### src/ccs_pkg.sv
// Shared constants and types of the connection close services block.
// Assumes a single 125 MHz clock domain.
package ccs_pkg;

    // Clock and timing
    localparam int CLK_PERIOD_NS = 8;
    localparam int RESET_PULSE_NS = 1000;
    localparam int RESET_PULSE_CYCLES =
        (RESET_PULSE_NS + CLK_PERIOD_NS - 1) / CLK_PERIOD_NS;

    // Disconnect service responses
    localparam logic [0:0] RSP_GOOD = 1'h0;
    localparam logic [0:0] RSP_INVALID_STATE = 1'h1;

    // Per-connection state
    typedef enum logic [1:0] {
        CONN_IDLE    = 2'b00,
        CONN_OPEN    = 2'b01,
        CONN_CLOSING = 2'b10,
        CONN_REMOTE  = 2'b11
    } ccs_conn_type;

    // Close reasons, one code space for both close reports
    typedef enum logic [2:0] {
        RSN_DISCONNECT_REQUESTED = 3'b000,
        RSN_SENSE_DEASSERTED     = 3'b001,
        RSN_LOSS_OF_SIGNAL       = 3'b010,
        RSN_CONNECTION_REFUSED   = 3'b011,
        RSN_CLOSED_STATE         = 3'b100,
        RSN_CONNECTION_LOST      = 3'b101
    } ccs_reason_type;

    // Close report sequencer
    typedef enum logic [0:0] {
        REP_SCAN = 1'b0,
        REP_READ = 1'b1
    } ccs_rep_type;

endpackage : ccs_pkg

### src/ccs_sess_mem.sv
// Session identifier store, one entry per connection.
// Assumes one write and one read per cycle; read data is registered.
`timescale 1ns/1ps
`default_nettype none

module ccs_sess_mem #(
    parameter int DEPTH = 8,
    parameter int WIDTH = 8,
    parameter int AW = (DEPTH > 1) ? $clog2(DEPTH) : 1
) (
    // Clock and reset
    input wire logic clk_i,
    input wire logic rst_i,
    // Write port
    input wire logic wr_en_i,
    input wire logic [AW-1:0] wr_addr_i,
    input wire logic [WIDTH-1:0] wr_data_i,
    // Read port
    input wire logic [AW-1:0] rd_addr_i,
    output logic [WIDTH-1:0] rd_data_o
);

    logic [WIDTH-1:0] mem_reg [DEPTH];

    always_ff @(posedge clk_i) begin
        if (wr_en_i) begin
            mem_reg[wr_addr_i] <= wr_data_i;
        end
    end

    always_ff @(posedge clk_i) begin
        if (rst_i) begin
            rd_data_o <= '0;
        end else begin
            rd_data_o <= mem_reg[rd_addr_i];
        end
    end

endmodule : ccs_sess_mem

`default_nettype wire

### src/ccs_close.sv
// Connection layer close services: disconnect, immediate disconnect,
// close reports, sense and loss-of-signal closes, port reset line.
// Assumes request inputs come from link-layer logic on clk_i; the sense
// and loss-of-signal pins are asynchronous and are synchronised here.
`timescale 1ns/1ps
`default_nettype none

// Function
// - Received count may be below requested buffer size.
// - Accept disconnect request and close the named connection.
// - Disconnect answers GOOD, or INVALID CONNECTION STATE if not established.
// - Immediate disconnect closes at once, drops data, sends no confirmation.
// - Disconnected confirmation on close and on failed connect.
// - Close reports wait until all received characters are delivered.
// - Drive device: sense line deassertion may raise remote disconnect.
// - Automation device: sense line deassertion may raise remote disconnect.
// - Ethernet loss of signal reports remote disconnect.
// - Disconnected carries session, connection and reason.
// - Remote disconnect carries session, connection and remote reason.
// - Automation device reset request resets port, asserts reset line.
// - After close a received confirmation may still deliver, maybe zero.
module ccs_close
    import ccs_pkg::*;
#(
    parameter int NCONN = 8,
    parameter int SESS_W = 8,
    parameter int CNT_W = 16,
    parameter bit IS_AUTOMATION = 1'b1,
    parameter bit SENSE_CLOSE_EN = 1'b1,
    parameter bit LOS_CLOSE_EN = 1'b1,
    parameter int CW = (NCONN > 1) ? $clog2(NCONN) : 1
) (
    // Clock and reset
    input wire logic clk_i,
    input wire logic rst_i,
    // Physical pins
    input wire logic sense_i,
    input wire logic los_i,
    output logic port_reset_line_o,
    // Events from the transport below
    input wire logic est_valid_i,
    input wire logic [CW-1:0] est_conn_i,
    input wire logic [SESS_W-1:0] est_session_i,
    input wire logic fail_valid_i,
    input wire logic [CW-1:0] fail_conn_i,
    input wire logic [SESS_W-1:0] fail_session_i,
    input wire logic tcp_close_valid_i,
    input wire logic [CW-1:0] tcp_close_conn_i,
    input wire logic tcp_close_lost_i,
    input wire logic rx_char_valid_i,
    input wire logic [CW-1:0] rx_char_conn_i,
    // Close command to the transport below
    output logic net_close_valid_o,
    output logic [CW-1:0] net_close_conn_o,
    // Receive request and received confirmation
    input wire logic rcv_req_valid_i,
    input wire logic [CW-1:0] rcv_req_conn_i,
    input wire logic [CNT_W-1:0] rcv_req_size_i,
    output logic rcv_cfm_valid_o,
    output logic [CW-1:0] rcv_cfm_conn_o,
    output logic [CNT_W-1:0] rcv_cfm_count_o,
    // Disconnect and immediate disconnect requests
    input wire logic disc_req_valid_i,
    input wire logic [CW-1:0] disc_req_conn_i,
    output logic disc_rsp_valid_o,
    output logic [0:0] disc_rsp_code_o,
    input wire logic dimm_req_valid_i,
    input wire logic [CW-1:0] dimm_req_conn_i,
    // Port reset request
    input wire logic port_reset_req_i,
    // Close reports
    output logic disconnected_valid_o,
    output logic disc_received_valid_o,
    output logic [SESS_W-1:0] rep_session_o,
    output logic [CW-1:0] rep_conn_o,
    output ccs_reason_type rep_reason_o
);

    localparam logic [CNT_W-1:0] CNT_MAX = '1;
    localparam logic [15:0] RST_CYC = 16'(RESET_PULSE_CYCLES);

    typedef struct packed {
        logic sense_meta;
        logic sense_sync;
        logic sense_prev;
        logic los_meta;
        logic los_sync;
        logic los_prev;
        ccs_conn_type [NCONN-1:0] st;
        ccs_reason_type [NCONN-1:0] rsn;
        logic [NCONN-1:0][CNT_W-1:0] pend;
        ccs_rep_type rep_st;
        logic [CW-1:0] rep_sel;
        logic [15:0] rst_cnt;
        logic rst_line;
        logic net_close_valid;
        logic [CW-1:0] net_close_conn;
        logic rcv_valid;
        logic [CW-1:0] rcv_conn;
        logic [CNT_W-1:0] rcv_count;
        logic disc_rsp_valid;
        logic [0:0] disc_rsp_code;
        logic dcfm_valid;
        logic drcv_valid;
        logic [SESS_W-1:0] rep_session;
        logic [CW-1:0] rep_conn;
        ccs_reason_type rep_reason;
    } ccs_state_type;

    ccs_state_type state_reg;
    ccs_state_type state_next;

    logic mem_wr_en;
    logic [CW-1:0] mem_wr_addr;
    logic [SESS_W-1:0] mem_wr_data;
    logic [CW-1:0] mem_rd_addr;
    logic [SESS_W-1:0] mem_rd_data;

    ccs_sess_mem #(
        .DEPTH(NCONN),
        .WIDTH(SESS_W),
        .AW(CW)
    ) u_sess_mem (
        .clk_i(clk_i),
        .rst_i(rst_i),
        .wr_en_i(mem_wr_en),
        .wr_addr_i(mem_wr_addr),
        .wr_data_i(mem_wr_data),
        .rd_addr_i(mem_rd_addr),
        .rd_data_o(mem_rd_data)
    );

    always_comb begin
        logic sense_fall;
        logic los_rise;
        logic found;
        logic port_reset;
        logic [CNT_W-1:0] take;
        logic [CNT_W-1:0] inc;
        sense_fall = 1'b0;
        los_rise = 1'b0;
        found = 1'b0;
        port_reset = 1'b0;
        take = '0;
        inc = '0;
        state_next = state_reg;
        mem_wr_en = 1'b0;
        mem_wr_addr = est_conn_i;
        mem_wr_data = est_session_i;
        mem_rd_addr = state_reg.rep_sel;
        state_next.net_close_valid = 1'b0;
        state_next.rcv_valid = 1'b0;
        state_next.disc_rsp_valid = 1'b0;
        state_next.dcfm_valid = 1'b0;
        state_next.drcv_valid = 1'b0;

        // Pin synchronisers and edge detection on the second stage
        state_next.sense_meta = sense_i;
        state_next.sense_sync = state_reg.sense_meta;
        state_next.sense_prev = state_reg.sense_sync;
        state_next.los_meta = los_i;
        state_next.los_sync = state_reg.los_meta;
        state_next.los_prev = state_reg.los_sync;
        sense_fall = SENSE_CLOSE_EN & state_reg.sense_prev
            & ~state_reg.sense_sync;
        los_rise = LOS_CLOSE_EN & ~state_reg.los_prev & state_reg.los_sync;

        if (state_reg.rst_cnt != '0) begin
            state_next.rst_cnt = state_reg.rst_cnt - 16'h0001;
        end
        state_next.rst_line = (state_next.rst_cnt != '0);
        if (IS_AUTOMATION && port_reset_req_i) begin
            port_reset = 1'b1;
            state_next.rst_cnt = RST_CYC;
            state_next.rst_line = 1'b1;
        end

        // received count is min of pending and buffer size
        if (rcv_req_valid_i) begin
            if (state_reg.pend[rcv_req_conn_i] < rcv_req_size_i) begin
                take = state_reg.pend[rcv_req_conn_i];
            end else begin
                take = rcv_req_size_i;
            end
            state_next.rcv_valid = 1'b1;
            state_next.rcv_conn = rcv_req_conn_i;
            state_next.rcv_count = take;
        end

        if (disc_req_valid_i) begin
            state_next.disc_rsp_valid = 1'b1;
            if (state_reg.st[disc_req_conn_i] == CONN_OPEN) begin
                state_next.disc_rsp_code = RSP_GOOD;
            end else begin
                state_next.disc_rsp_code = RSP_INVALID_STATE;
            end
        end

        for (int i = 0; i < NCONN; i++) begin
            inc = '0;
            if (rx_char_valid_i && rx_char_conn_i == CW'(i)
                    && state_reg.st[i] != CONN_IDLE
                    && state_reg.pend[i] != CNT_MAX) begin
                inc = {{(CNT_W-1){1'b0}}, 1'b1};
            end
            if (rcv_req_valid_i && rcv_req_conn_i == CW'(i)) begin
                state_next.pend[i] = state_reg.pend[i] - take + inc;
            end else begin
                state_next.pend[i] = state_reg.pend[i] + inc;
            end
            if (est_valid_i && est_conn_i == CW'(i)) begin
                state_next.st[i] = CONN_OPEN;
                state_next.pend[i] = '0;
            end
            if (fail_valid_i && fail_conn_i == CW'(i)
                    && !(est_valid_i && est_conn_i == CW'(i))) begin
                state_next.st[i] = CONN_CLOSING;
                state_next.rsn[i] = RSN_CONNECTION_REFUSED;
            end
            if (state_reg.st[i] == CONN_OPEN) begin
                if (tcp_close_valid_i && tcp_close_conn_i == CW'(i)) begin
                    state_next.st[i] = CONN_REMOTE;
                    state_next.rsn[i] = tcp_close_lost_i
                        ? RSN_CONNECTION_LOST : RSN_CLOSED_STATE;
                end
                if (sense_fall) begin
                    state_next.st[i] = CONN_REMOTE;
                    state_next.rsn[i] = RSN_SENSE_DEASSERTED;
                end
                if (los_rise) begin
                    state_next.st[i] = CONN_REMOTE;
                    state_next.rsn[i] = RSN_LOSS_OF_SIGNAL;
                end
                if (disc_req_valid_i && disc_req_conn_i == CW'(i)) begin
                    state_next.st[i] = CONN_CLOSING;
                    state_next.rsn[i] = RSN_DISCONNECT_REQUESTED;
                end
            end
            // immediate close or port reset, data dropped, nothing reported
            if ((dimm_req_valid_i && dimm_req_conn_i == CW'(i))
                    || port_reset) begin
                state_next.st[i] = CONN_IDLE;
                state_next.pend[i] = '0;
            end
        end

        if (est_valid_i) begin
            mem_wr_en = 1'b1;
        end else if (fail_valid_i) begin
            mem_wr_en = 1'b1;
            mem_wr_addr = fail_conn_i;
            mem_wr_data = fail_session_i;
        end

        if (dimm_req_valid_i) begin
            state_next.net_close_valid = 1'b1;
            state_next.net_close_conn = dimm_req_conn_i;
        end else if (disc_req_valid_i
                && state_reg.st[disc_req_conn_i] == CONN_OPEN) begin
            state_next.net_close_valid = 1'b1;
            state_next.net_close_conn = disc_req_conn_i;
        end

        case (state_reg.rep_st)
            REP_SCAN: begin
                for (int i = 0; i < NCONN; i++) begin
                    if (!found && state_reg.pend[i] == '0
                            && (state_reg.st[i] == CONN_CLOSING
                            || state_reg.st[i] == CONN_REMOTE)) begin
                        found = 1'b1;
                        mem_rd_addr = CW'(i);
                        state_next.rep_sel = CW'(i);
                    end
                end
                if (found && !port_reset) begin
                    state_next.rep_st = REP_READ;
                end
            end
            REP_READ: begin
                state_next.rep_st = REP_SCAN;
                // report if still drained and not dropped
                if (state_reg.pend[state_reg.rep_sel] == '0
                        && state_next.pend[state_reg.rep_sel] == '0
                        && state_next.st[state_reg.rep_sel]
                        == state_reg.st[state_reg.rep_sel]
                        && state_reg.st[state_reg.rep_sel] != CONN_IDLE
                        && state_reg.st[state_reg.rep_sel] != CONN_OPEN
                        && !(est_valid_i && est_conn_i == state_reg.rep_sel)
                        && !(fail_valid_i
                        && fail_conn_i == state_reg.rep_sel)) begin
                    state_next.dcfm_valid =
                        (state_reg.st[state_reg.rep_sel] == CONN_CLOSING);
                    state_next.drcv_valid =
                        (state_reg.st[state_reg.rep_sel] == CONN_REMOTE);
                    state_next.rep_session = mem_rd_data;
                    state_next.rep_conn = state_reg.rep_sel;
                    state_next.rep_reason = state_reg.rsn[state_reg.rep_sel];
                    state_next.st[state_reg.rep_sel] = CONN_IDLE;
                end
            end
            default: begin
                state_next.rep_st = REP_SCAN;
            end
        endcase
    end

    always_ff @(posedge clk_i) begin
        if (rst_i) begin
            state_reg <= '0;
        end else begin
            state_reg <= state_next;
        end
    end

    assign port_reset_line_o = state_reg.rst_line;
    assign net_close_valid_o = state_reg.net_close_valid;
    assign net_close_conn_o = state_reg.net_close_conn;
    assign rcv_cfm_valid_o = state_reg.rcv_valid;
    assign rcv_cfm_conn_o = state_reg.rcv_conn;
    assign rcv_cfm_count_o = state_reg.rcv_count;
    assign disc_rsp_valid_o = state_reg.disc_rsp_valid;
    assign disc_rsp_code_o = state_reg.disc_rsp_code;
    assign disconnected_valid_o = state_reg.dcfm_valid;
    assign disc_received_valid_o = state_reg.drcv_valid;
    assign rep_session_o = state_reg.rep_session;
    assign rep_conn_o = state_reg.rep_conn;
    assign rep_reason_o = state_reg.rep_reason;

endmodule : ccs_close

`default_nettype wire

### config.mk
export PLATFORM = sky130hd
export DESIGN_NAME = ccs_close
export DESIGN_NICKNAME = d
export VERILOG_FILES = /design/src/ccs_pkg.sv /design/src/ccs_sess_mem.sv /design/src/ccs_close.sv
export SDC_FILE = /design/constraint.sdc
export NUM_CORES = 1
export LEC_CHECK = 0
export BUFFER_PORTS_ARGS = -buffer_cell sky130_fd_sc_hd__buf_2
export CORE_ASPECT_RATIO = 1.1
export CORE_UTILIZATION = 40
export CTS_BUF_LIST = sky130_fd_sc_hd__clkbuf_4 sky130_fd_sc_hd__clkbuf_8
export DETAILED_ROUTE_END_ITERATION = 10
export PLACE_DENSITY = 0.61
export SETUP_SLACK_MARGIN = 0.05
export SYNTH_ARGS = -nofsm -noshare
export SYNTH_HDL_FRONTEND = slang
export SYNTH_HIERARCHICAL = 1
export SYNTH_SLANG_ARGS = --single-unit
### constraint.sdc
create_clock -name clk_i -period 32.8 [get_ports clk_i]
set_input_delay 6.56 -clock clk_i [delete_from_list [all_inputs] [get_ports clk_i]]
set_output_delay 6.56 -clock clk_i [all_outputs]
set_load 0.03 [all_outputs]
* Word-level counts from Yosys, hierarchy flattened
Memories as Yosys holds them, arrays and structs flattened. A register that Yosys moved wholly into a read port is not among the register bits.
Cells that the tools add are included.
** Cells by class
- Add/subtract/negate cells :: 25
- Multiply operators :: 0
- Divide/modulo/power cells :: 0
- Order comparisons :: 5
- Eq/ne operators :: 88
- Shift operators :: 0
- Multiplexer cells :: 208
- Bitwise logic cells :: 8
- Reduce and logical (&&, ||, !) cells :: 172
** Operator list (number)
- $mux 16 :: 32
- $add 16x16->16 :: 16
- $mux 3 :: 60
- $logic_not 16->1 :: 10
- $bmux 16 s3 :: 3
- $mux 2 :: 69
- $ne 16x16->1 const B :: 8
- $sub 16x16->16 :: 8
- $logic_and 1x1->1 :: 106
- $eq 3x3->1 const B :: 28
- $eq 3x2->1 const B :: 14
- $eq 2x2->1 const B :: 18
- $mux 1 :: 32
- $reduce_bool 16->1 :: 2
- $mux 8 :: 3
- $eq 3x1->1 const B :: 7
- $logic_not 3->1 :: 7
- $mux 20 :: 1
- $reduce_bool 2->1 :: 10
- $bmux 2 s3 :: 3
- $eq 2x1->1 const B :: 9
- $logic_not 1->1 :: 18
- $and 16x16->16 :: 1
- $logic_or 1x1->1 :: 16
- other kinds (17) :: 25
** Word-level totals
- Register bits :: 237
- Latch bits :: 0
- Bits in writable memories :: 64
- Memory bits (read-only) :: 0
- Input bits :: 66
- Logic and storage cells :: 554
- Memories :: 1
** Memory list
- u_sess_mem.mem_reg :: depth 8, width 8, rd ports 1, clocked after memory_dff 1, wr ports 1, RTL line ccs_sess_mem.sv:23 : logic [WIDTH-1:0] mem_reg [DEPTH];

* Logic depth before layout (Yosys ltp)
Gate-level depths: netlist of run 1.
- Depth in word-level cells :: 43
- Mapped depth :: 34

* Modules after synthesis
Netlist of run 1, hierarchy kept.
** Modules (own cells, without submodules)
- ccs_close :: instances 1, cells each 3101, area each 24398.4 um2
- ccs_sess_mem :: instances 1, cells each 123, area each 2686.3 um2

* Worst setup path before layout of run 1
No wires, ideal clock.
- Kind :: input to register
- Start point :: input rcv_req_conn_i[0]
- End point :: register state_reg, in the netlist rep_reason_o[0]
- Setup time :: 0.123 ns
- Arrival :: 14.840 ns
- Slack :: 17.837 ns
- Stages :: 27
- Path buffers :: 8
- Cells stage by stage :: buf_6 > buf_2 > buf_1 > buf_1 > mux4_2 > mux2_2 > ha_1 > a21oi_1 > o21ai_0 > a221o_1 > clkbuf_1 > clkbuf_1 > clkbuf_1 > o311ai_0 > ha_1 > ha_1 > o21ai_0 > nor3b_1 > nand4_1 > a311oi_1 > nor4_1 > or3_1 > or4_1 > nand4b_1 > nor4b_2 > buf_4 > mux2_1
** Between the ends
- Cells in the longest elaborated chain, start to end :: 20
** RTL lines
- start, declared :: RTL line ccs_close.sv:57 : input wire logic [CW-1:0] rcv_req_conn_i,
- $bmux 16 s3 :: RTL line ccs_close.sv:180, ccs_close.sv:181
- $mux 16 (not written as such) :: RTL line ccs_close.sv:180, ccs_close.sv:181
- $lt 16x16->1 :: RTL line ccs_close.sv:180 : if (state_reg.pend[rcv_req_conn_i] < rcv_req_size_i) begin
- $mux 16 :: RTL line ccs_close.sv:180
- $mux 16 :: RTL line ccs_close.sv:179 : if (rcv_req_valid_i) begin
- $sub 16x16->16 :: RTL line ccs_close.sv:207 : state_next.pend[i] = state_reg.pend[i] - take + inc;
- $add 16x16->16 :: RTL line ccs_close.sv:207
- $mux 16 :: RTL line ccs_close.sv:206 : if (rcv_req_valid_i && rcv_req_conn_i == CW'(i)) begin
- (+4 left out)
- $logic_not 16->1 (*) :: RTL line ccs_close.sv:283 : && state_next.pend[state_reg.rep_sel] == '0
- $logic_and 1x1->1 (*) :: RTL line ccs_close.sv:283
- $logic_and 1x1->1 (*) :: RTL line ccs_close.sv:284 : && state_next.st[state_reg.rep_sel]
- $logic_and 1x1->1 (*) :: RTL line ccs_close.sv:286 : && state_reg.st[state_reg.rep_sel] != CONN_IDLE
- $logic_and 1x1->1 (*) :: RTL line ccs_close.sv:287 : && state_reg.st[state_reg.rep_sel] != CONN_OPEN
- $logic_and 1x1->1 (*) :: RTL line ccs_close.sv:288 : && !(est_valid_i && est_conn_i == state_reg.rep_sel)
- $logic_and 1x1->1 (*) :: RTL line ccs_close.sv:289 : && !(fail_valid_i
- $reduce_and 2->1 (no source line) (*)
- end signal, assigned :: RTL line ccs_close.sv:311 : state_reg <= state_next;
- end, declared :: RTL line ccs_close.sv:110 : ccs_state_type state_reg;
Mark *: on every way between the ends. The rest lies on a longest branch, timed or not. The select of a mux whose other input is x is not followed.
A chain may end at the register's enable or synchronous reset.

* Worst setup path after layout of run 1
Ends and elaborated chain as after synthesis.

==> results of run 1 <==
## routing by layer
layer | wire, um | vias up
li1 | - | 12213
met1 | 43050 | 12748
met2 | 47220 | 1302
met3 | 9096 | 338
met4 | 6634 | 4
met5 | 27 | -
## cells in the final DEF, fill, tap and decap left out, drive strengths merged, types with 14 or more instances in the layout
| cell type | synthesis | layout |
|---|---|---|
| dfxtp | 245 | 245 |
| nor4 | 76 | 76 |
| mux4 | 51 | 51 |
| or3 | 18 | 18 |
| a211oi | 52 | 52 |
| nand3 | 102 | 102 |
| nand4b | 15 | 15 |
| nand4 | 66 | 66 |
| a21o | 41 | 41 |
| a211o | 21 | 21 |
| xnor2 | 138 | 138 |
| o211ai | 38 | 38 |
| and2 | 26 | 26 |
| edfxtp | 64 | 64 |
| xor2 | 86 | 86 |
| and3 | 39 | 39 |
| ha | 265 | 265 |
| o21bai | 22 | 22 |
| clkbuf | 114 | 87 |
| mux2i | 52 | 52 |
| o21a | 23 | 23 |
| o31ai | 14 | 14 |
| a21oi | 206 | 206 |
| o21ai | 158 | 158 |
| nand2 | 274 | 274 |
| and4 | 15 | 15 |
| o2111ai | 15 | 15 |
| or2 | 21 | 21 |
| buf | 79 | 166 |
| o311ai | 22 | 22 |
| nor2b | 43 | 43 |
| nor2 | 304 | 304 |
| nand2b | 43 | 43 |
| nor3 | 108 | 108 |
| mux2 | 31 | 31 |
| o22ai | 17 | 17 |
| a31oi | 37 | 37 |
| inv | 76 | 77 |
## per-stage QoR
stage / std cells / utilization [%] / hold WS [ps] / power (mW) / worst slack [ps]
floorplan: 3224 / - / 413.8 / 0.5883 / 17840
global placement: 4055 / 42.57 / 424.6 / 0.6582 / 16770
detailed placement: 4055 / 42.57 / 429.1 / 0.6581 / 16730
CTS: 4154 / 44.39 / 435.8 / 1.065 / 17430
global route: 4155 / 44.39 / 462.9 / 1.105 / 16630
finish: 4157 / 44.40 / 435.4 / 1.062 / 17310
## cells by family (layout without fill, tap and decap cells)
family                     after synthesis  count (layout)  share of synthesized area [%]
adders and majority gates              273             273                          12.83
buffers and inverters                  269             341                          4.536
DFF                                    309             309                          25.20
and+or+nand+nor                       1228            1228                          23.31
other                                    0               3                              0
muxes                                  134             134                          7.548
xor gates and xnor gates               226             226                          7.410
AOI/OAI and AO/OA                      785             785                          19.16
## area by class of cell
type	count	area, um^2
well taps	858	1074
repair buffers	166	978.4
fillers	6780	37050
inverters	76	285.3
diodes	3	7.507
flip-flops and latches	309	6828
multi-input cells	2646	19200
clock inverters	12	98.84
clock buffers	87	1116
## power groups by stage
stage / combinational, mW / sequential, mW / clock [mW]
global route: 0.262 / 0.413 / 0.430
global placement: 0.239 / 0.420 / 0
floorplan: 0.173 / 0.415 / 0
finish: 0.244 / 0.412 / 0.406
detailed placement: 0.238 / 0.420 / 0
CTS: 0.240 / 0.412 / 0.414
## how the worst max path moves through the flow
stage	startpoint	endpoint	slack (ps)	cells past startpoint
detailed placement	rcv_req_conn_i[0]	rep_reason_o[1]	16730	29
finish	rcv_req_conn_i[0]	rep_reason_o[0]	17310	28
CTS	rcv_req_conn_i[0]	rep_reason_o[0]	17430	29
global route	rcv_req_conn_i[0]	rep_reason_o[0]	16630	29
floorplan	rcv_req_conn_i[0]	rep_reason_o[0]	17840	27
global placement	rcv_req_conn_i[0]	rep_reason_o[0]	16770	28
==> results.toml, run 1 <==
[clock_network]
cts.sinks = 309
ctsResizeCount = 0
cts_root_buffer = "clkbuf_8"
h-tree-depth = 2
cts_made_buffers = 58
cts_setup_buffers = 0
cts_buffer_depth = 3
cts.hold.buffers_added = 0
clk_pin_slew_ps = 60
clk_latency_ps = 700
cts_tree = "built"

[grt]
grt.total_usage_pct = 30.04
grt_use_met3_pct = 5.015
grt_pass1_vias = 25052
antenna_found_initial = 5
grt_first_pass_wirelength_mm = 157.2
busiest_layer = "met2"
grtUsageMet1_pct = 38.13
grt_use_met2_pct = 48.55
grt_max_degree = 60
grt_overflow = 0

[floorplan]
die-area_um2 = 68760
core_um2 = 66640
die_w_um = 250.1
start_util_pct = 40.64
die_y_um = 274.9
rows = 99
boundaryPins = 109

[finish]
finalInstanceArea_um2 = 29590
largest_reg_flops = 190
nets = 3596
syn_to_final_growth_pct = 9.248
drive_gt1_share_pct = 12.04

[setup_path]
r2r-end = "rep_reason_o[0]"
crit_top_cell = "buf_4"
critPathSlowestCell = "o41ai_1"
r2r_slack_ps = 23580
r2r-start = "state_reg[142]"
cp-end-kind = "register"
setup.worst_path.class = "input port to register"
r2r_cells = 26
start_kind = "input port"
worst_ep_arrival_time_ps = 16040
critical_path_buf_inv_count = 4
worstPathRequired_ps = 33350
worst-path-max-fanout = 51
max_stage_delay_ps = 960
crit_family = "compound AO/OA/AOI/OAI gates"

[power]
ir_drop_mv = 0.03723
cellPowerDensity_nw_per_um2 = 35.89
p_seq_share_pct = 38.8
internal_power_mw = 0.7187
switching_share_pct = 32.31
clock_power_share_pct = 38.2
power.switching_mw = 0.3431
p_comb_share_pct = 23.0
total_leakage_power_nw = 11.47

[logic_synthesis]
yosysWarnings = 6
netlist_area_um2 = 27080
synthesis.nets = 3563
synth.distinct_cells = 93
synth_most_common_cell = "nor2_1"
synth-async-reset-ratio_pct = 0
synth_edf_count = 64
syn-instance-count = 3224
synth_top_area_share_pct = 18.11
ys_seq_area_share_pct = 25.20
netlist_top_cells_count = "nor2_1 (304), nand2_1 (274), ha_1 (265)"
avgSynthCellArea_um2 = 8.401
synth_flop_cell = "dfxtp_1"
synth_area_leaders = "dfxtp_1 (18%), ha_1 (12%), edfxtp_1 (7.1%)"
synth_area_leader_cell = "dfxtp_1"
ys_ff_latch = 309

[timing]
relSlewSlack_pct = 1.660
skew_ps = 40.01
report.final.hold_viol_count = 0
fmax_mhz = 64.55
tightestPinTransition_ps = 1455
post-route-min-period_ps = 15490
fin_tns_setup_ps = 0
drv_slew = 0
rsz0062_at_grt = "no"
timing.final.crit_share_pct = 47.23
setup_viol = 0

[hold_path]
whs_path_depth = 1
hp-start = "state_next[232]"
hold_path_class = "register to register"
hold_path_end = "state_next[231]"

[drt]
drt-vias-per-instance = 6.400
drt_iter0_drc = 2939
ant_nets = 0
firstDrtPassIters = 6
drc = 0
routedWlPerCell_um = 25.51
wl_mm = 106.0
num_vias = 26605

[placed_design]
numPortBuffers = 108
place_area_um2 = 28370
hpwl_mm = 81.26
gp_congestion = 1.039

[outcome]
status = "completed"

[job]
max_cap_viol_count = 0
Note: power is estimated with default switching activity, not from simulation.
==> run 2: changes to the inputs <==
- PLACE_DENSITY: 0.61 -> 0.63
- clock period: 32.8 -> 13.7 ns (I/O delays scaled with it)
==> results.toml, run 2 (synthesized netlist as in run 1, its figures left out) <==
[finish]
syn_to_final_growth_pct = 9.262
drive_gt1_share_pct = 12.01
final_common_cell = "nor2_1"
fin_cells = 4150
largest_reg_flops = 190
finalInstanceArea_um2 = 29590
most-common-layout-cells = "nor2_1 (304), nand2_1 (274), ha_1 (265)"
final_core_util_pct = 44.41
n_fill_cell = 6655
nets = 3586

[floorplan]
die_y_um = 274.9
die_w_um = 250.1
start_util_pct = 40.64
rows = 99
core_um2 = 66640
die-area_um2 = 68760
boundaryPins = 109

[power]
total_leakage_power_nw = 11.48
ir_drop_mv = 0.1077
finalPower_mw = 2.585
cellPowerDensity_nw_per_um2 = 87.35

[placed_design]
hpwl_mm = 78.59
gp_congestion = 1.036
numPortBuffers = 108
placedCellCount = 4048
place_area_um2 = 28330

[timing]
drv_slew = 0
tightestPinTransition_ps = 1171
report.final.hold_viol_count = 0
post-route-min-period_ps = 11870
rsz0062_at_grt = "no"
skew_ps = 56.17
setup_viol = 0
fin_tns_setup_ps = 0
timing.final.crit_share_pct = 86.62
relSlewSlack_pct = 21.96
fmax_mhz = 84.27

[grt]
grt_pass1_vias = 24739
antenna_found_initial = 5
grt_first_pass_wirelength_mm = 153.0
grt_max_degree = 61
grtUsageMet1_pct = 36.39
grt_overflow = 0
grt.total_usage_pct = 29.08
grt_use_met2_pct = 45.74
busiest_layer = "met2"
grt_use_met3_pct = 6.585

[drt]
wl_mm = 102.6
firstDrtPassIters = 6
ant_nets = 0
routedWlPerCell_um = 24.72
num_vias = 26458
drc = 0
drt-vias-per-instance = 6.375
drt_iter0_drc = 2771

[setup_path]
cp-end-kind = "register"
worst-path-max-fanout = 33
setup.worst_path.class = "input port to register"
critPathSlowestCell = "nor4b_4"
r2r-start = "state_reg[124]"
crit_top_cell = "o21ai_0"
max_stage_delay_ps = 880
worst_ep_arrival_time_ps = 12470
start_kind = "input port"
critPathLaunch = "rcv_req_conn_i[0]"
worstPathRequired_ps = 14310

[clock_network]
cts_setup_buffers = 0
clk_pin_slew_ps = 60
clk_latency_ps = 730
ctsResizeCount = 0
cts.hold.buffers_added = 0
cts_made_buffers = 55
cts_tree = "built"
cts.sinks = 309
cts_buffer_depth = 3
cts_root_buffer = "clkbuf_8"
h-tree-depth = 2

[hold_path]
hp-start = "state_next[235]"
hold_path_class = "register to register"

[outcome]
status = "completed"

[job]
max_cap_viol_count = 0
run 2: where the power goes:
| part | total, mW | leakage (nW) | switching [mW] | internal [mW] |
|---|---|---|---|---|
| clock network | 1.02 | 0.666 | 0.444 | 0.574 |
| logic | 0.582 | 8.25 | 0.359 | 0.223 |
| registers | 0.985 | 2.57 | 0.0246 | 0.960 |
| total | 2.59 | 11.5 | 0.827 | 1.76 |
run 2: layout make-up:
| cell class | instances | area [um^2] | share of cell area (%) |
|---|---|---|---|
| Antenna cell | 2 | 5.005 | 0.01691 |
| Clock buffer | 75 | 969.7 | 3.277 |
| Clock inverter | 25 | 284.0 | 0.9597 |
| Inverter | 76 | 285.3 | 0.9640 |
| Multi-Input combinational cell | 2646 | 19220 | 64.95 |
| Sequential cell | 309 | 6829 | 23.08 |
| Tap cell | 858 | 1074 | 3.628 |
| Timing Repair Buffer | 159 | 925.9 | 3.129 |
run 2: path summary, 6_finish.rpt:
check | endpoint | slack (ps) | depth (start not counted)
setup / recovery | rep_session_o[2] | 1830 | 28
hold reg to reg | state_next[234] | 440 | 1
hold / removal | state_next[234] | 440 | 1
setup reg to reg | rep_session_o[2] | 4420 | 27
run 2: worst max-delay path, delay by kind of cell:
kind,cells,cell delay (ps)
buffers and inverters,4,1770
AOI/OAI and AO/OA,10,2890
muxes,3,1050
and+or+nand+nor,7,2820
xor gates and xnor gates,1,120
adders and majority gates,3,1020
run 2: routing by layer:
metal  share of wire, %  up-vias
met5              0.035        -
met4                6.7        6
met3                9.6      344
met2                 44     1348
met1                 40    12570
li1                   -    12190
run 2: through the flow:
step | setup slack, ps | hold slack, ps
2_1_floorplan | 2557 | 413.8
3_3_place_gp | 1442 | 417.3
3_5_place_dp | 1310 | 426.4
4_1_cts | 1960 | 440.8
5_1_grt | 1380 | 459.3
6_report | 1833 | 437.6
